`src/admdc_pkg.sv`:
```
package admdc_pkg;

    // ****************************************
    // bus geometry
    // ****************************************
    localparam int          ADR_W          = 10;
    localparam int          DAT_W          = 32;
    localparam int          IDX_LSB        = 2;

    // ****************************************
    // register indices, byte address is four times the index
    // ****************************************
    localparam logic [7:0]  IDX_APPLY      = 8'h00;
    localparam logic [7:0]  IDX_ILMODE     = 8'h40;
    localparam logic [7:0]  IDX_DECFIL     = 8'h41;
    localparam logic [7:0]  IDX_BAND       = 8'h42;
    localparam logic [7:0]  IDX_FMT        = 8'h43;
    localparam logic [7:0]  IDX_GAIN       = 8'h44;
    localparam logic [7:0]  IDX_OVR        = 8'h48;
    localparam logic [7:0]  IDX_STAT       = 8'h49;

    // ****************************************
    // field positions
    // ****************************************
    localparam int          APPLY_BIT      = 0;
    localparam int          DEC_SEL_HI_BIT = 5;
    localparam int          DEC_EN_BIT     = 4;
    localparam int          DEC_SEL_LO_MSB = 2;
    localparam int          BAND_MSB       = 2;
    localparam int          FMT_BIT        = 0;
    localparam int          GAIN_MSB       = 6;
    localparam int          OVR_IL         = 0;
    localparam int          OVR_DEC        = 1;
    localparam int          OVR_BAND       = 2;
    localparam int          OVR_FMT        = 3;
    localparam int          OVR_GAIN       = 4;
    localparam int          OVR_W          = 5;
    localparam int          ST_PENDING     = 0;
    localparam int          ST_ARMED       = 1;
    localparam int          ST_IL_RSVD     = 2;
    localparam int          ST_ZONE_BAD    = 3;

    // ****************************************
    // codes
    // ****************************************
    localparam logic [7:0]  IL_MODE_ON     = 8'h00;
    localparam logic [7:0]  IL_MODE_OFF    = 8'h08;
    localparam logic [3:0]  FIL_BP3        = 4'h0;
    localparam logic [3:0]  FIL_BP5        = 4'h4;
    localparam logic [3:0]  FIL_BP1        = 4'h8;
    localparam logic [3:0]  FIL_BP7        = 4'hc;
    localparam logic [3:0]  FIL_LP2        = 4'h2;
    localparam logic [3:0]  FIL_HP2        = 4'h6;
    localparam logic [3:0]  FIL_LPIQ       = 4'h3;
    localparam logic [3:0]  CTR_1          = 4'h1;
    localparam logic [3:0]  CTR_3          = 4'h3;
    localparam logic [3:0]  CTR_5          = 4'h5;
    localparam logic [3:0]  CTR_7          = 4'h7;
    localparam logic [3:0]  CTR_NONE       = 4'h0;
    localparam logic [2:0]  BAND_1ST       = 3'h0;
    localparam logic [2:0]  BAND_2ND       = 3'h1;
    localparam logic [2:0]  BAND_3RD       = 3'h2;
    localparam logic [6:0]  GAIN_UNITY     = 7'h20;
    localparam logic [6:0]  GAIN_MAX       = 7'h7f;

    // ****************************************
    // reset values
    // ****************************************
    localparam logic [7:0]  RST_ILMODE     = 8'h00;
    localparam logic [3:0]  RST_DECSEL     = 4'h0;
    localparam logic [2:0]  RST_BAND       = 3'h0;
    localparam logic [6:0]  RST_GAIN       = 7'h00;
    localparam logic [4:0]  RST_OVR        = 5'h00;

    typedef enum logic [1:0] {
        ADMDC_DEC_1X = 2'h0,
        ADMDC_DEC_2X = 2'h1,
        ADMDC_DEC_4X = 2'h2
    } admdc_decim_t;

    typedef enum logic [2:0] {
        ADMDC_FK_NONE     = 3'h0,
        ADMDC_FK_BANDPASS = 3'h1,
        ADMDC_FK_LOWPASS  = 3'h2,
        ADMDC_FK_HIGHPASS = 3'h3,
        ADMDC_FK_LP_IQ    = 3'h4,
        ADMDC_FK_RESERVED = 3'h5
    } admdc_filt_t;

    typedef struct packed {
        logic [7:0]       ilMode;
        logic [3:0]       decSel;
        logic             decEn;
        logic [2:0]       band;
        logic             fmtSel;
        logic [6:0]       gain;
        logic [OVR_W-1:0] ovr;
    } admdc_cfg_t;

endpackage

```
`src/admdc_decode.sv`:
```
`timescale 1ns/1ns
module admdc_decode (
    input  wire logic                        clk_sys,
    input  wire logic                        srst,
    input  wire logic [7:0]                  ilMode,
    input  wire logic [3:0]                  decSel,
    input  wire logic                        decEn,
    input  wire logic [2:0]                  band,
    input  wire logic                        fmtSel,
    input  wire logic [6:0]                  gain,
    input  wire logic [admdc_pkg::OVR_W-1:0] ovr,
    output logic                             ilEngineEn,
    output logic                             ilReserved,
    output admdc_pkg::admdc_decim_t          decimFactor,
    output admdc_pkg::admdc_filt_t           filterKind,
    output logic [3:0]                       filterCentre,
    output logic                             iqOutput,
    output logic [2:0]                       nyquistZone,
    output logic                             zoneValid,
    output logic                             offsetBinary,
    output logic [6:0]                       gainCode
);

    typedef struct packed {
        logic                    ilEn;
        logic                    ilRsvd;
        admdc_pkg::admdc_decim_t factor;
        admdc_pkg::admdc_filt_t  kind;
        logic [3:0]              centre;
        logic                    iq;
        logic [2:0]              zone;
        logic                    zoneOk;
        logic                    offBin;
        logic [6:0]              gainC;
    } admdc_dec_t;

    admdc_dec_t q;
    admdc_dec_t d;
    logic       selActive;
    logic [3:0] selCode;

    // ****************************************
    // decode of applied settings
    // ****************************************
    always_comb begin
        d = q;
        // reserved engine codes leave the engine on; flagged for software
        d.ilEn = ovr[admdc_pkg::OVR_IL] ? (ilMode != admdc_pkg::IL_MODE_OFF) : 1'b1; // [RULE_01] [RULE_02] [RULE_15]
        d.ilRsvd = ovr[admdc_pkg::OVR_IL] && (ilMode != admdc_pkg::IL_MODE_ON)
                   && (ilMode != admdc_pkg::IL_MODE_OFF); // [RULE_01]
        selActive = ovr[admdc_pkg::OVR_DEC] && decEn; // [RULE_05] [RULE_16]
        selCode = selActive ? decSel : admdc_pkg::FIL_BP3;
        d.iq = 1'b0;
        d.centre = admdc_pkg::CTR_NONE;
        if (!decEn) begin
            d.factor = admdc_pkg::ADMDC_DEC_1X; // [RULE_03]
            d.kind = admdc_pkg::ADMDC_FK_NONE;
        end else begin
            case (selCode)
                admdc_pkg::FIL_BP3: begin
                    d.factor = admdc_pkg::ADMDC_DEC_4X; // [RULE_06]
                    d.kind = admdc_pkg::ADMDC_FK_BANDPASS;
                    d.centre = admdc_pkg::CTR_3;
                end
                admdc_pkg::FIL_BP5: begin
                    d.factor = admdc_pkg::ADMDC_DEC_4X; // [RULE_06]
                    d.kind = admdc_pkg::ADMDC_FK_BANDPASS;
                    d.centre = admdc_pkg::CTR_5;
                end
                admdc_pkg::FIL_BP1: begin
                    d.factor = admdc_pkg::ADMDC_DEC_4X; // [RULE_06]
                    d.kind = admdc_pkg::ADMDC_FK_BANDPASS;
                    d.centre = admdc_pkg::CTR_1;
                end
                admdc_pkg::FIL_BP7: begin
                    d.factor = admdc_pkg::ADMDC_DEC_4X; // [RULE_06]
                    d.kind = admdc_pkg::ADMDC_FK_BANDPASS;
                    d.centre = admdc_pkg::CTR_7;
                end
                admdc_pkg::FIL_LP2: begin
                    d.factor = admdc_pkg::ADMDC_DEC_2X; // [RULE_07]
                    d.kind = admdc_pkg::ADMDC_FK_LOWPASS;
                end
                admdc_pkg::FIL_HP2: begin
                    d.factor = admdc_pkg::ADMDC_DEC_2X; // [RULE_07]
                    d.kind = admdc_pkg::ADMDC_FK_HIGHPASS;
                end
                admdc_pkg::FIL_LPIQ: begin
                    d.factor = admdc_pkg::ADMDC_DEC_4X; // [RULE_07]
                    d.kind = admdc_pkg::ADMDC_FK_LP_IQ;
                    d.iq = 1'b1;
                end
                default: begin
                    // undefined selector: pass full rate rather than guess a filter
                    d.factor = admdc_pkg::ADMDC_DEC_1X;
                    d.kind = admdc_pkg::ADMDC_FK_RESERVED;
                end
            endcase
        end
        d.zone = ovr[admdc_pkg::OVR_BAND] ? band : admdc_pkg::BAND_1ST; // [RULE_09]
        d.zoneOk = (d.zone == admdc_pkg::BAND_1ST) || (d.zone == admdc_pkg::BAND_2ND)
                   || (d.zone == admdc_pkg::BAND_3RD); // [RULE_08]
        d.offBin = ovr[admdc_pkg::OVR_FMT] && fmtSel; // [RULE_10] [RULE_14]
        // gain is code/32, so unity code stands in while not overridden
        d.gainC = ovr[admdc_pkg::OVR_GAIN] ? gain : admdc_pkg::GAIN_UNITY; // [RULE_11] [RULE_12]
    end

    always_ff @(posedge clk_sys) begin
        if (srst) begin
            q <= '{ilEn: 1'b1, ilRsvd: 1'b0, factor: admdc_pkg::ADMDC_DEC_1X, kind: admdc_pkg::ADMDC_FK_NONE,
                   centre: admdc_pkg::CTR_NONE, iq: 1'b0, zone: admdc_pkg::BAND_1ST, zoneOk: 1'b1,
                   offBin: 1'b0, gainC: admdc_pkg::GAIN_UNITY};
        end else begin
            q <= d;
        end
    end

    assign ilEngineEn   = q.ilEn;
    assign ilReserved   = q.ilRsvd;
    assign decimFactor  = q.factor;
    assign filterKind   = q.kind;
    assign filterCentre = q.centre;
    assign iqOutput     = q.iq;
    assign nyquistZone  = q.zone;
    assign zoneValid    = q.zoneOk;
    assign offsetBinary = q.offBin;
    assign gainCode     = q.gainC;
endmodule

```
`src/admdc_regs.sv`:
```
`timescale 1ns/1ns
// Behaviour
// [RULE_01] engine mode 0 enables, 8 disables
// [RULE_02] engine mode applies only with override set
// [RULE_03] decimation enable clear gives full rate
// [RULE_04] selector is bit 5 over bits 2-0
// [RULE_05] selector needs override and decimation enable
// [RULE_06] four band-pass codes, each decimating by four
// [RULE_07] low-pass, high-pass by two; mixer IQ by four
// [RULE_08] band codes 000, 001, 010 name zones
// [RULE_09] band field used only with override
// [RULE_10] format bit: 0 twos complement, 1 offset
// [RULE_11] gain is code over 32
// [RULE_12] gain code applies only with override
// [RULE_13] page writes take effect after apply pulse
// [RULE_14] format override clear forces twos complement
// [RULE_15] engine override clear keeps engine enabled
// [RULE_16] decimation override gates selector, resets cleared
module admdc_regs #(
    parameter logic [7:0] IL_MODE_RST = admdc_pkg::RST_ILMODE,
    parameter logic [2:0] BAND_RST    = admdc_pkg::RST_BAND,
    parameter logic [6:0] GAIN_RST    = admdc_pkg::RST_GAIN
) (
    input  wire logic                          clk_sys,
    input  wire logic                          srst,
    input  wire logic                          wb_cyc_i,
    input  wire logic                          wb_stb_i,
    input  wire logic                          wb_we_i,
    input  wire logic [admdc_pkg::ADR_W-1:0]   wb_adr_i,
    input  wire logic [3:0]                    wb_sel_i,
    input  wire logic [admdc_pkg::DAT_W-1:0]   wb_dat_i,
    output logic      [admdc_pkg::DAT_W-1:0]   wb_dat_o,
    output logic                               wb_ack_o,
    output logic                               ilEngineEn,
    output admdc_pkg::admdc_decim_t            decimFactor,
    output admdc_pkg::admdc_filt_t             filterKind,
    output logic      [3:0]                    filterCentre,
    output logic                               iqOutput,
    output logic      [2:0]                    nyquistZone,
    output logic                               zoneValid,
    output logic                               offsetBinary,
    output logic      [6:0]                    gainCode
);

    typedef struct packed {
        logic                          ack;
        logic [admdc_pkg::DAT_W-1:0]   rdat;
        logic                          applyBit;
        admdc_pkg::admdc_cfg_t         shadow;
        admdc_pkg::admdc_cfg_t         applied;
    } admdc_state_t;

    localparam admdc_pkg::admdc_cfg_t CFG_RST = '{
        ilMode: IL_MODE_RST,
        decSel: admdc_pkg::RST_DECSEL,
        decEn:  1'b0,
        band:   BAND_RST,
        fmtSel: 1'b0,
        gain:   GAIN_RST,
        ovr:    admdc_pkg::RST_OVR
    };

    admdc_state_t q;
    admdc_state_t d;
    logic [7:0]   idx;
    logic [7:0]   wByte;
    logic         req;
    logic         wrCommit;
    logic         applyFire;
    logic         ilReserved;

    // ****************************************
    // helpers
    // ****************************************
    function automatic logic [admdc_pkg::DAT_W-1:0] zext8(input logic [7:0] v);
        zext8 = {{(admdc_pkg::DAT_W - 8){1'b0}}, v};
    endfunction

    function automatic logic [7:0] decfilByte(input admdc_pkg::admdc_cfg_t c);
        logic [7:0] b;
        b = 8'h00;
        b[admdc_pkg::DEC_SEL_HI_BIT] = c.decSel[3];
        b[admdc_pkg::DEC_EN_BIT] = c.decEn;
        b[admdc_pkg::DEC_SEL_LO_MSB:0] = c.decSel[2:0];
        decfilByte = b;
    endfunction

    // ****************************************
    // bus slave and register file
    // ****************************************
    always_comb begin
        d = q;
        idx = wb_adr_i[admdc_pkg::ADR_W-1:admdc_pkg::IDX_LSB];
        wByte = wb_dat_i[7:0];
        req = wb_cyc_i && wb_stb_i;
        // ack one cycle after the request, dropped the cycle after
        d.ack = req && !q.ack;
        // writes land at the edge where the master sees ack; only lane 0 holds data
        wrCommit = req && q.ack && wb_we_i && wb_sel_i[0];
        // apply fires on the 1 -> 0 step of the apply bit
        applyFire = wrCommit && (idx == admdc_pkg::IDX_APPLY) && q.applyBit
                    && !wByte[admdc_pkg::APPLY_BIT]; // [RULE_13]
        if (wrCommit) begin
            case (idx)
                admdc_pkg::IDX_APPLY:  d.applyBit = wByte[admdc_pkg::APPLY_BIT];
                admdc_pkg::IDX_ILMODE: d.shadow.ilMode = wByte;
                admdc_pkg::IDX_DECFIL: begin
                    d.shadow.decSel = {wByte[admdc_pkg::DEC_SEL_HI_BIT],
                                       wByte[admdc_pkg::DEC_SEL_LO_MSB:0]}; // [RULE_04]
                    d.shadow.decEn = wByte[admdc_pkg::DEC_EN_BIT]; // [RULE_03]
                end
                admdc_pkg::IDX_BAND:   d.shadow.band = wByte[admdc_pkg::BAND_MSB:0];
                admdc_pkg::IDX_FMT:    d.shadow.fmtSel = wByte[admdc_pkg::FMT_BIT];
                admdc_pkg::IDX_GAIN:   d.shadow.gain = wByte[admdc_pkg::GAIN_MSB:0];
                admdc_pkg::IDX_OVR:    d.shadow.ovr = wByte[admdc_pkg::OVR_W-1:0];
                default: begin
                    // unmapped or read-only: acknowledged, nothing stored
                end
            endcase
        end
        // the decode stage only ever sees the applied copy
        if (applyFire) begin
            d.applied = q.shadow; // [RULE_13]
        end
        d.rdat = '0;
        if (d.ack && !wb_we_i) begin
            case (idx)
                admdc_pkg::IDX_APPLY:  d.rdat[admdc_pkg::APPLY_BIT] = q.applyBit;
                admdc_pkg::IDX_DECFIL: d.rdat = zext8(decfilByte(q.shadow));
                admdc_pkg::IDX_BAND:   d.rdat[admdc_pkg::BAND_MSB:0] = q.shadow.band;
                admdc_pkg::IDX_FMT:    d.rdat[admdc_pkg::FMT_BIT] = q.shadow.fmtSel;
                admdc_pkg::IDX_GAIN:   d.rdat[admdc_pkg::GAIN_MSB:0] = q.shadow.gain;
                admdc_pkg::IDX_OVR:    d.rdat[admdc_pkg::OVR_W-1:0] = q.shadow.ovr;
                admdc_pkg::IDX_STAT: begin
                    d.rdat[admdc_pkg::ST_PENDING] = (q.shadow != q.applied);
                    d.rdat[admdc_pkg::ST_ARMED] = q.applyBit;
                    d.rdat[admdc_pkg::ST_IL_RSVD] = ilReserved;
                    d.rdat[admdc_pkg::ST_ZONE_BAD] = !zoneValid;
                end
                default: d.rdat = '0;
            endcase
        end
    end

    always_ff @(posedge clk_sys) begin
        if (srst) begin
            q <= '{ack: 1'b0, rdat: '0, applyBit: 1'b0, shadow: CFG_RST, applied: CFG_RST};
        end else begin
            q <= d;
        end
    end

    assign wb_ack_o = q.ack;
    assign wb_dat_o = q.rdat;

    // ****************************************
    // decode of applied settings
    // ****************************************
    admdc_decode u_decode (
        .clk_sys      (clk_sys),
        .srst         (srst),
        .ilMode       (q.applied.ilMode),
        .decSel       (q.applied.decSel),
        .decEn        (q.applied.decEn),
        .band         (q.applied.band),
        .fmtSel       (q.applied.fmtSel),
        .gain         (q.applied.gain),
        .ovr          (q.applied.ovr),
        .ilEngineEn   (ilEngineEn),
        .ilReserved   (ilReserved),
        .decimFactor  (decimFactor),
        .filterKind   (filterKind),
        .filterCentre (filterCentre),
        .iqOutput     (iqOutput),
        .nyquistZone  (nyquistZone),
        .zoneValid    (zoneValid),
        .offsetBinary (offsetBinary),
        .gainCode     (gainCode)
    );
endmodule

```
`config.mk`:
```
export PLATFORM = sky130hd
export DESIGN_NAME = admdc_regs
export DESIGN_NICKNAME = d
export VERILOG_FILES = /design/src/admdc_pkg.sv /design/src/admdc_decode.sv /design/src/admdc_regs.sv
export SDC_FILE = /design/constraint.sdc
export NUM_CORES = 1
export LEC_CHECK = 0
export ABC_CLOCK_PERIOD_IN_PS = 2700
export BUFFER_PORTS_ARGS = -buffer_cell sky130_fd_sc_hd__buf_2
export CAP_MARGIN = 5
export CORE_MARGIN = 4
export CORE_UTILIZATION = 25
export CTS_CLUSTER_SIZE = 10
export DETAILED_ROUTE_END_ITERATION = 8
export PLACE_DENSITY = 0.51
export SLEW_MARGIN = 20
export SYNTH_ARGS = -nofsm -noshare
export SYNTH_HDL_FRONTEND = slang
export SYNTH_HIERARCHICAL = 1
export SYNTH_SLANG_ARGS = --single-unit
```
`constraint.sdc`:
```
create_clock -name clk_sys -period 2.7 [get_ports clk_sys]
set_clock_uncertainty 0.1 [all_clocks]
set_input_delay 0.54 -clock clk_sys [delete_from_list [all_inputs] [get_ports clk_sys]]
set_output_delay 0.54 -clock clk_sys [all_outputs]
set_load 0.01 [all_outputs]
```
Word level (Yosys, flattened, before mapping)
Index checks and enable logic that the tools add are counted.

storage, ports and cells
  bits in registers = 116
  bits of input ports = 51
  logic and storage cells = 94

operators by class
  reductions and logical operators = 35
  muxes and demuxes = 10
  bitwise logic cells = 4
  eq/ne operators = 17

operators by type and width
  cell                count
  $eq 8x7->1 const B  7
  $ne 29x29->1        1
  $pmux 5 s4          1
  $reduce_and 2->1    7
  $logic_and 1x1->1   13
  $pmux 3 s4          1
  $pmux 2 s5          1
  $eq 4x2->1 const B  2
  $eq 4x3->1 const B  2
  $eq 4x4->1 const B  2
  $logic_not 8->1     1
  $ne 8x4->1 const B  1
  $reduce_bool 8->1   1
  $reduce_or 2->1     4
  $pmux 1 s7          1
  $pmux 1 s3          2
  $logic_not 1->1     4
  $logic_not 4->1     1
  $mux 4              1
  $not 1->1           4
  $pmux 2 s2          1
  $reduce_or 4->1     1
  $eq 3x1->1 const B  1
  $eq 3x2->1 const B  1
  other kinds (4)     5

Logic depth before layout (Yosys ltp)
  depth after elaboration = 7
  mapped depth = 8

Cells and area by module
The synthesis kept the hierarchy.

by module, submodules not included
  module        seq. area each (µm²)  cells each  area each (µm²)  times used
  admdc_regs    1,341.3               337         3,253.1          1
  admdc_decode  440.4                 61          690.7            1

Worst setup path before layout
OpenSTA, ideal clock, no wires.

  path type = input-to-reg
  from = input wb_cyc_i
  to = register q[10] (netlist bit)
  setup slack = 548 ps
  cell stages on the path = 8
  buffers on the path = 3
  data required time = 2,472 ps
  library setup time = 128 ps
  arrival time = 1,924 ps
  cell sequence = nand2_1 or2_2 buf_2 nor4_4 buf_6 buf_6 mux2i_1 nor2_1

on the way
  longest elaborated chain between the ends = 7

ends and longest elaborated chain
  what                            line               text
  start, declared                 admdc_regs.sv:26   input wire logic wb_cyc_i,
  $logic_and 1x1->1               admdc_regs.sv:95   req = wb_cyc_i && wb_stb_i;
  $logic_and 1x1->1 (3 in a row)  admdc_regs.sv:99   wrCommit = req && q.ack && wb_we_i && wb_sel_i[0];
  $logic_and 1x1->1 (2 in a row)  admdc_regs.sv:101  applyFire = wrCommit && (idx == admdc_pkg::IDX_APPLY) && q.applyBit
  $logic_and 1x1->1               admdc_regs.sv:102  && !wByte[admdc_pkg::APPLY_BIT];
  end signal, assigned            admdc_regs.sv:147  q <= '{ack: 1'b0, rdat: '0, applyBit: 1'b0, shadow: CFG_RST, applied: CFG_RST};
  end, declared                   admdc_regs.sv:63   admdc_state_t q;

Every way passes these cells.
A chain may end at the register's enable or synchronous reset.

Final worst setup path
  from = input wb_adr_i[5] (netlist bit)
  to = register q (netlist bit wb_dat_o[1])

on the way
  longest elaborated chain between the ends = 2
  elaborated cells on any way between the ends = 6

ends and longest elaborated chain
  what             line               text
  start, declared  admdc_regs.sv:29   input wire logic [admdc_pkg::ADR_W-1:0] wb_adr_i,
  $eq 8x7->1       admdc_regs.sv:127  case (idx)
  $pmux 2 s5 (*)   admdc_regs.sv:127

Mark *: on every way between the ends. The rest lies on a longest branch, timed or not.

==> summary.md <==
| Metric | Value |
|---|---|
| Status | `finished clean` |
| Worst-margin pin slew | `536 ps` |
| Flops & latches, synth | `89` |
| Crit path capture type | `flop` |
| Core Area | `15300 µm²` |
| Sequential share of the synthesized area | `0.452` |
| Cells after synthesis | `398` |
| Routed Wire Length | `9.24 mm` |
| Reg-to-reg startpoint | `wb_ack_o` |
| I/O pin count | `107` |
| Simple-gate portion of the synthesized area | `0.191` |
| Synth Area in XOR/XNOR | `0.0688` |
| RD Place Congestion | `0.847` |
| Synth Area in Compound Gates | `0.0412` |
| Yosys cell types | `43` |
| GRT Overall Usage | `0.105` |
| CTS tree | `done` |
| Peak supply drop | `0.000257 V` |
| Die Height | `134 µm` |
| Setup Viol. Count Final | `0` |
| EDFF count, synth | `0` |
| Final Hold Vio Count | `0` |
| Die width | `134 µm` |
| Count of buffers from port buffering | `51` |
| Vias | `2719` |
| CP Data Required Time | `2860 ps` |
| Pre-CTS setup slack | `333 ps` |
| Grt ovf | `0` |
| Initial antenna violation count | `0` |
| Ys flop type | `dfxtp_1` |
| Crit path launch type | `input pin` |
| Sum Neg Setup Slack | `0 ps` |
| Worst r2r dst | `q[23]` |
| Power Density | `581 nW/µm²` |
| Final core occ | `0.300` |
| Clock Tree Buf Depth | `2` |
| Relative slew slack | `0.640` |
| Worst skew pair latency | `340 ps` |
| First-pass iteration count of the detailed router | `4` |
| Post-CTS Resized | `0` |
| Synthesized cell area | `3940 µm²` |
| Max-cap violations | `0` |
| Tcrit/Tclk final | `0.753` |
| Fmax | `492 MHz` |
| Post-Synth Adder-Cell Area | `0` |
| RSZ-0062 raised after global routing | `false` |
| Vias in the first global route | `2706` |
| Avg Cell Area, Syn | `9.91 µm²` |
| Share of cells above drive strength 1 | `0.196` |
| Post-Place Cells | `644` |
| R2r setup slk | `730 ps` |
| DIE AREA | `17800 µm²` |
| Critical Path End | `wb_dat_o[1]` |
| Total power | `2.67 mW` |
| Sink Count | `89` |
| P_leak | `1.95 nW` |
| H-tree levels | `3` |
| Post-synthesis async set-or-reset flop share | `0` |
| Crit path DAT | `2190 ps` |
| First-pass GRT wire length | `14.6 mm` |
| Final Max Tran Viols | `0` |
| Root buf cell | `clkbuf_16` |
| Hold WC Path Type | `in -> reg` |
| Residual DRC | `0` |
| Rows | `45` |
| Main combinational cell family by area after synthesis | `simple AND/OR/NAND/NOR gates` |
| DR iter-0 viols | `167` |
| Mux contribution to synthesized area | `0.158` |
| R2R cell count | `6` |
| Diode count | `0` |
| Hold_buf cts | `0` |
| Clk slew on worst S/H paths | `60 ps` |
| Post-route ant nets | `0` |
| Number of buffers created by CTS | `9` |
| Yosys warns | `6` |
| Post-CTS setup buffer count | `0` |
| CP max FO | `7` |
| Post-DR vias/cell | `4.12` |
| Cell Count, Final, Fillers Out | `660` |
| Setup crit start | `wb_adr_i[5]` |
| Nets | `495` |
| Setup ws final | `667 ps` |
| Hpwl dp | `7.00 mm` |
| DR WL/cell | `14.0 µm` |
| Starting density of the core | `0.258` |
| Worst Path Class, Setup | `in -> reg` |
| Minimum clock period | `2030 ps` |
| Area grow syn2layout | `16.7%` |
| Largest net degree at the start of global routing | `38` |
==> synth_stat cells, drive strengths merged (2+ instances only) <==
library cell,instances,area (µm²)
or4,2,18.8
nand2,9,36.3
nand2b,3,18.8
xor2,31,272
a22oi,7,52.6
nor4,16,158
inv,5,18.8
nor2,70,263
buf,40,299
o21ai,3,15.0
a31oi,2,12.5
mux2i,60,601
nor3,9,61.3
or2,2,12.5
nor2b,5,31.3
clkbuf,7,26.3
nand4,2,12.5
a21oi,8,40.0
nand3,3,15.0
and2,10,62.6
conb,2,7.51
mux2,2,22.5
dfxtp,89,1780
==> worst max-delay path, stage by stage <==
cell     delay, ps
buf_2          120
nor4_2         360
nand2_1        320
nor3_1         470
a22oi_1        180
a21oi_1        200
==> worst min path at each step <==
stage	start	end	slack (ps)	cells past startpoint
2_1_floorplan	q[24]	u_decode/ilEngineEn	320	1
3_3_place_gp	q[24]	u_decode/ilEngineEn	350	1
3_5_place_dp	q[24]	u_decode/ilEngineEn	340	1
4_1_cts	wb_dat_i[7]	q[57]	330	3
5_1_grt	wb_stb_i	wb_ack_o	370	3
6_report	wb_dat_i[7]	q[57]	340	3
==> stage by stage <==
step | cell area [µm²] | hold WS [ps]
2_1_floorplan | 4030 | 317
3_3_place_gp | 4290 | 346
3_5_place_dp | 4290 | 338
4_1_cts | 4600 | 332
5_1_grt | 4600 | 371
6_report | 4600 | 337
==> where the power goes <==
group / switching [mW] / leakage (nW) / internal (mW)
clock network: 0.497 / 0.149 / 0.768
registers: 0.000508 / 0.717 / 1.31
logic: 0.0725 / 1.09 / 0.0237
==> sequential cells by signal (all words and copies together), names as in the netlist, 2 cells and up <==
| signal | count |
|---|---|
| u_decode/decimFactor | 2 |
| u_decode/gainCode | 7 |
| q | 59 |
| wb_dat_o | 7 |
| u_decode/filterKind | 2 |
| u_decode/filterCentre | 3 |
| u_decode/nyquistZone | 3 |
==> per-layer routing <==
metal | part of all wire | routed length (µm) | global-route usage | up-vias
li1 | - | - | - | 1390
met1 | 0.45 | 4140 | 0.133 | 1247
met2 | 0.48 | 4440 | 0.171 | 68
met3 | 0.050 | 459 | 0.0211 | 14
met4 | 0.021 | 196 | 0.0469 | 0
met5 | 0 | 0 | 0 | -
==> kinds of logic (layout without fill, tap and decap cells) <==
logic type             Yosys count  count (layout)
AO/OA/AOI/OAI                   25              25
XOR/XNOR                        31              31
buffers and inverters           52              79
flip-flops                      89              89
multiplexers                    62              62
other                            2              26
AND/OR/NAND/NOR                137             137
==> placed cells by master, fill, tap and decap left out, types with 6 or more instances in the layout <==
cell type	Yosys	final
clkbuf_16	0	9
mux2i_1	60	60
dfxtp_1	89	89
a22oi_1	7	7
a21oi_1	8	8
nor3_1	7	7
nor2_1	70	70
nand2_1	8	8
nor4_1	11	11
xor2_1	31	31
buf_2	2	51
buf_4	35	6
and2_1	10	10
conb_1	2	26
==> cell type report <==
cell class | instances | area [µm²]
inverters | 5 | 18.8
flip-flops and latches | 89 | 1780
fillers | 1630 | 10700
multi-input cells | 281 | 1910
clock buffers | 12 | 256
repair buffers | 58 | 320
clock inverters | 4 | 51.3
well taps | 211 | 264
No activity file was read; power rests on OpenSTA's default activity.
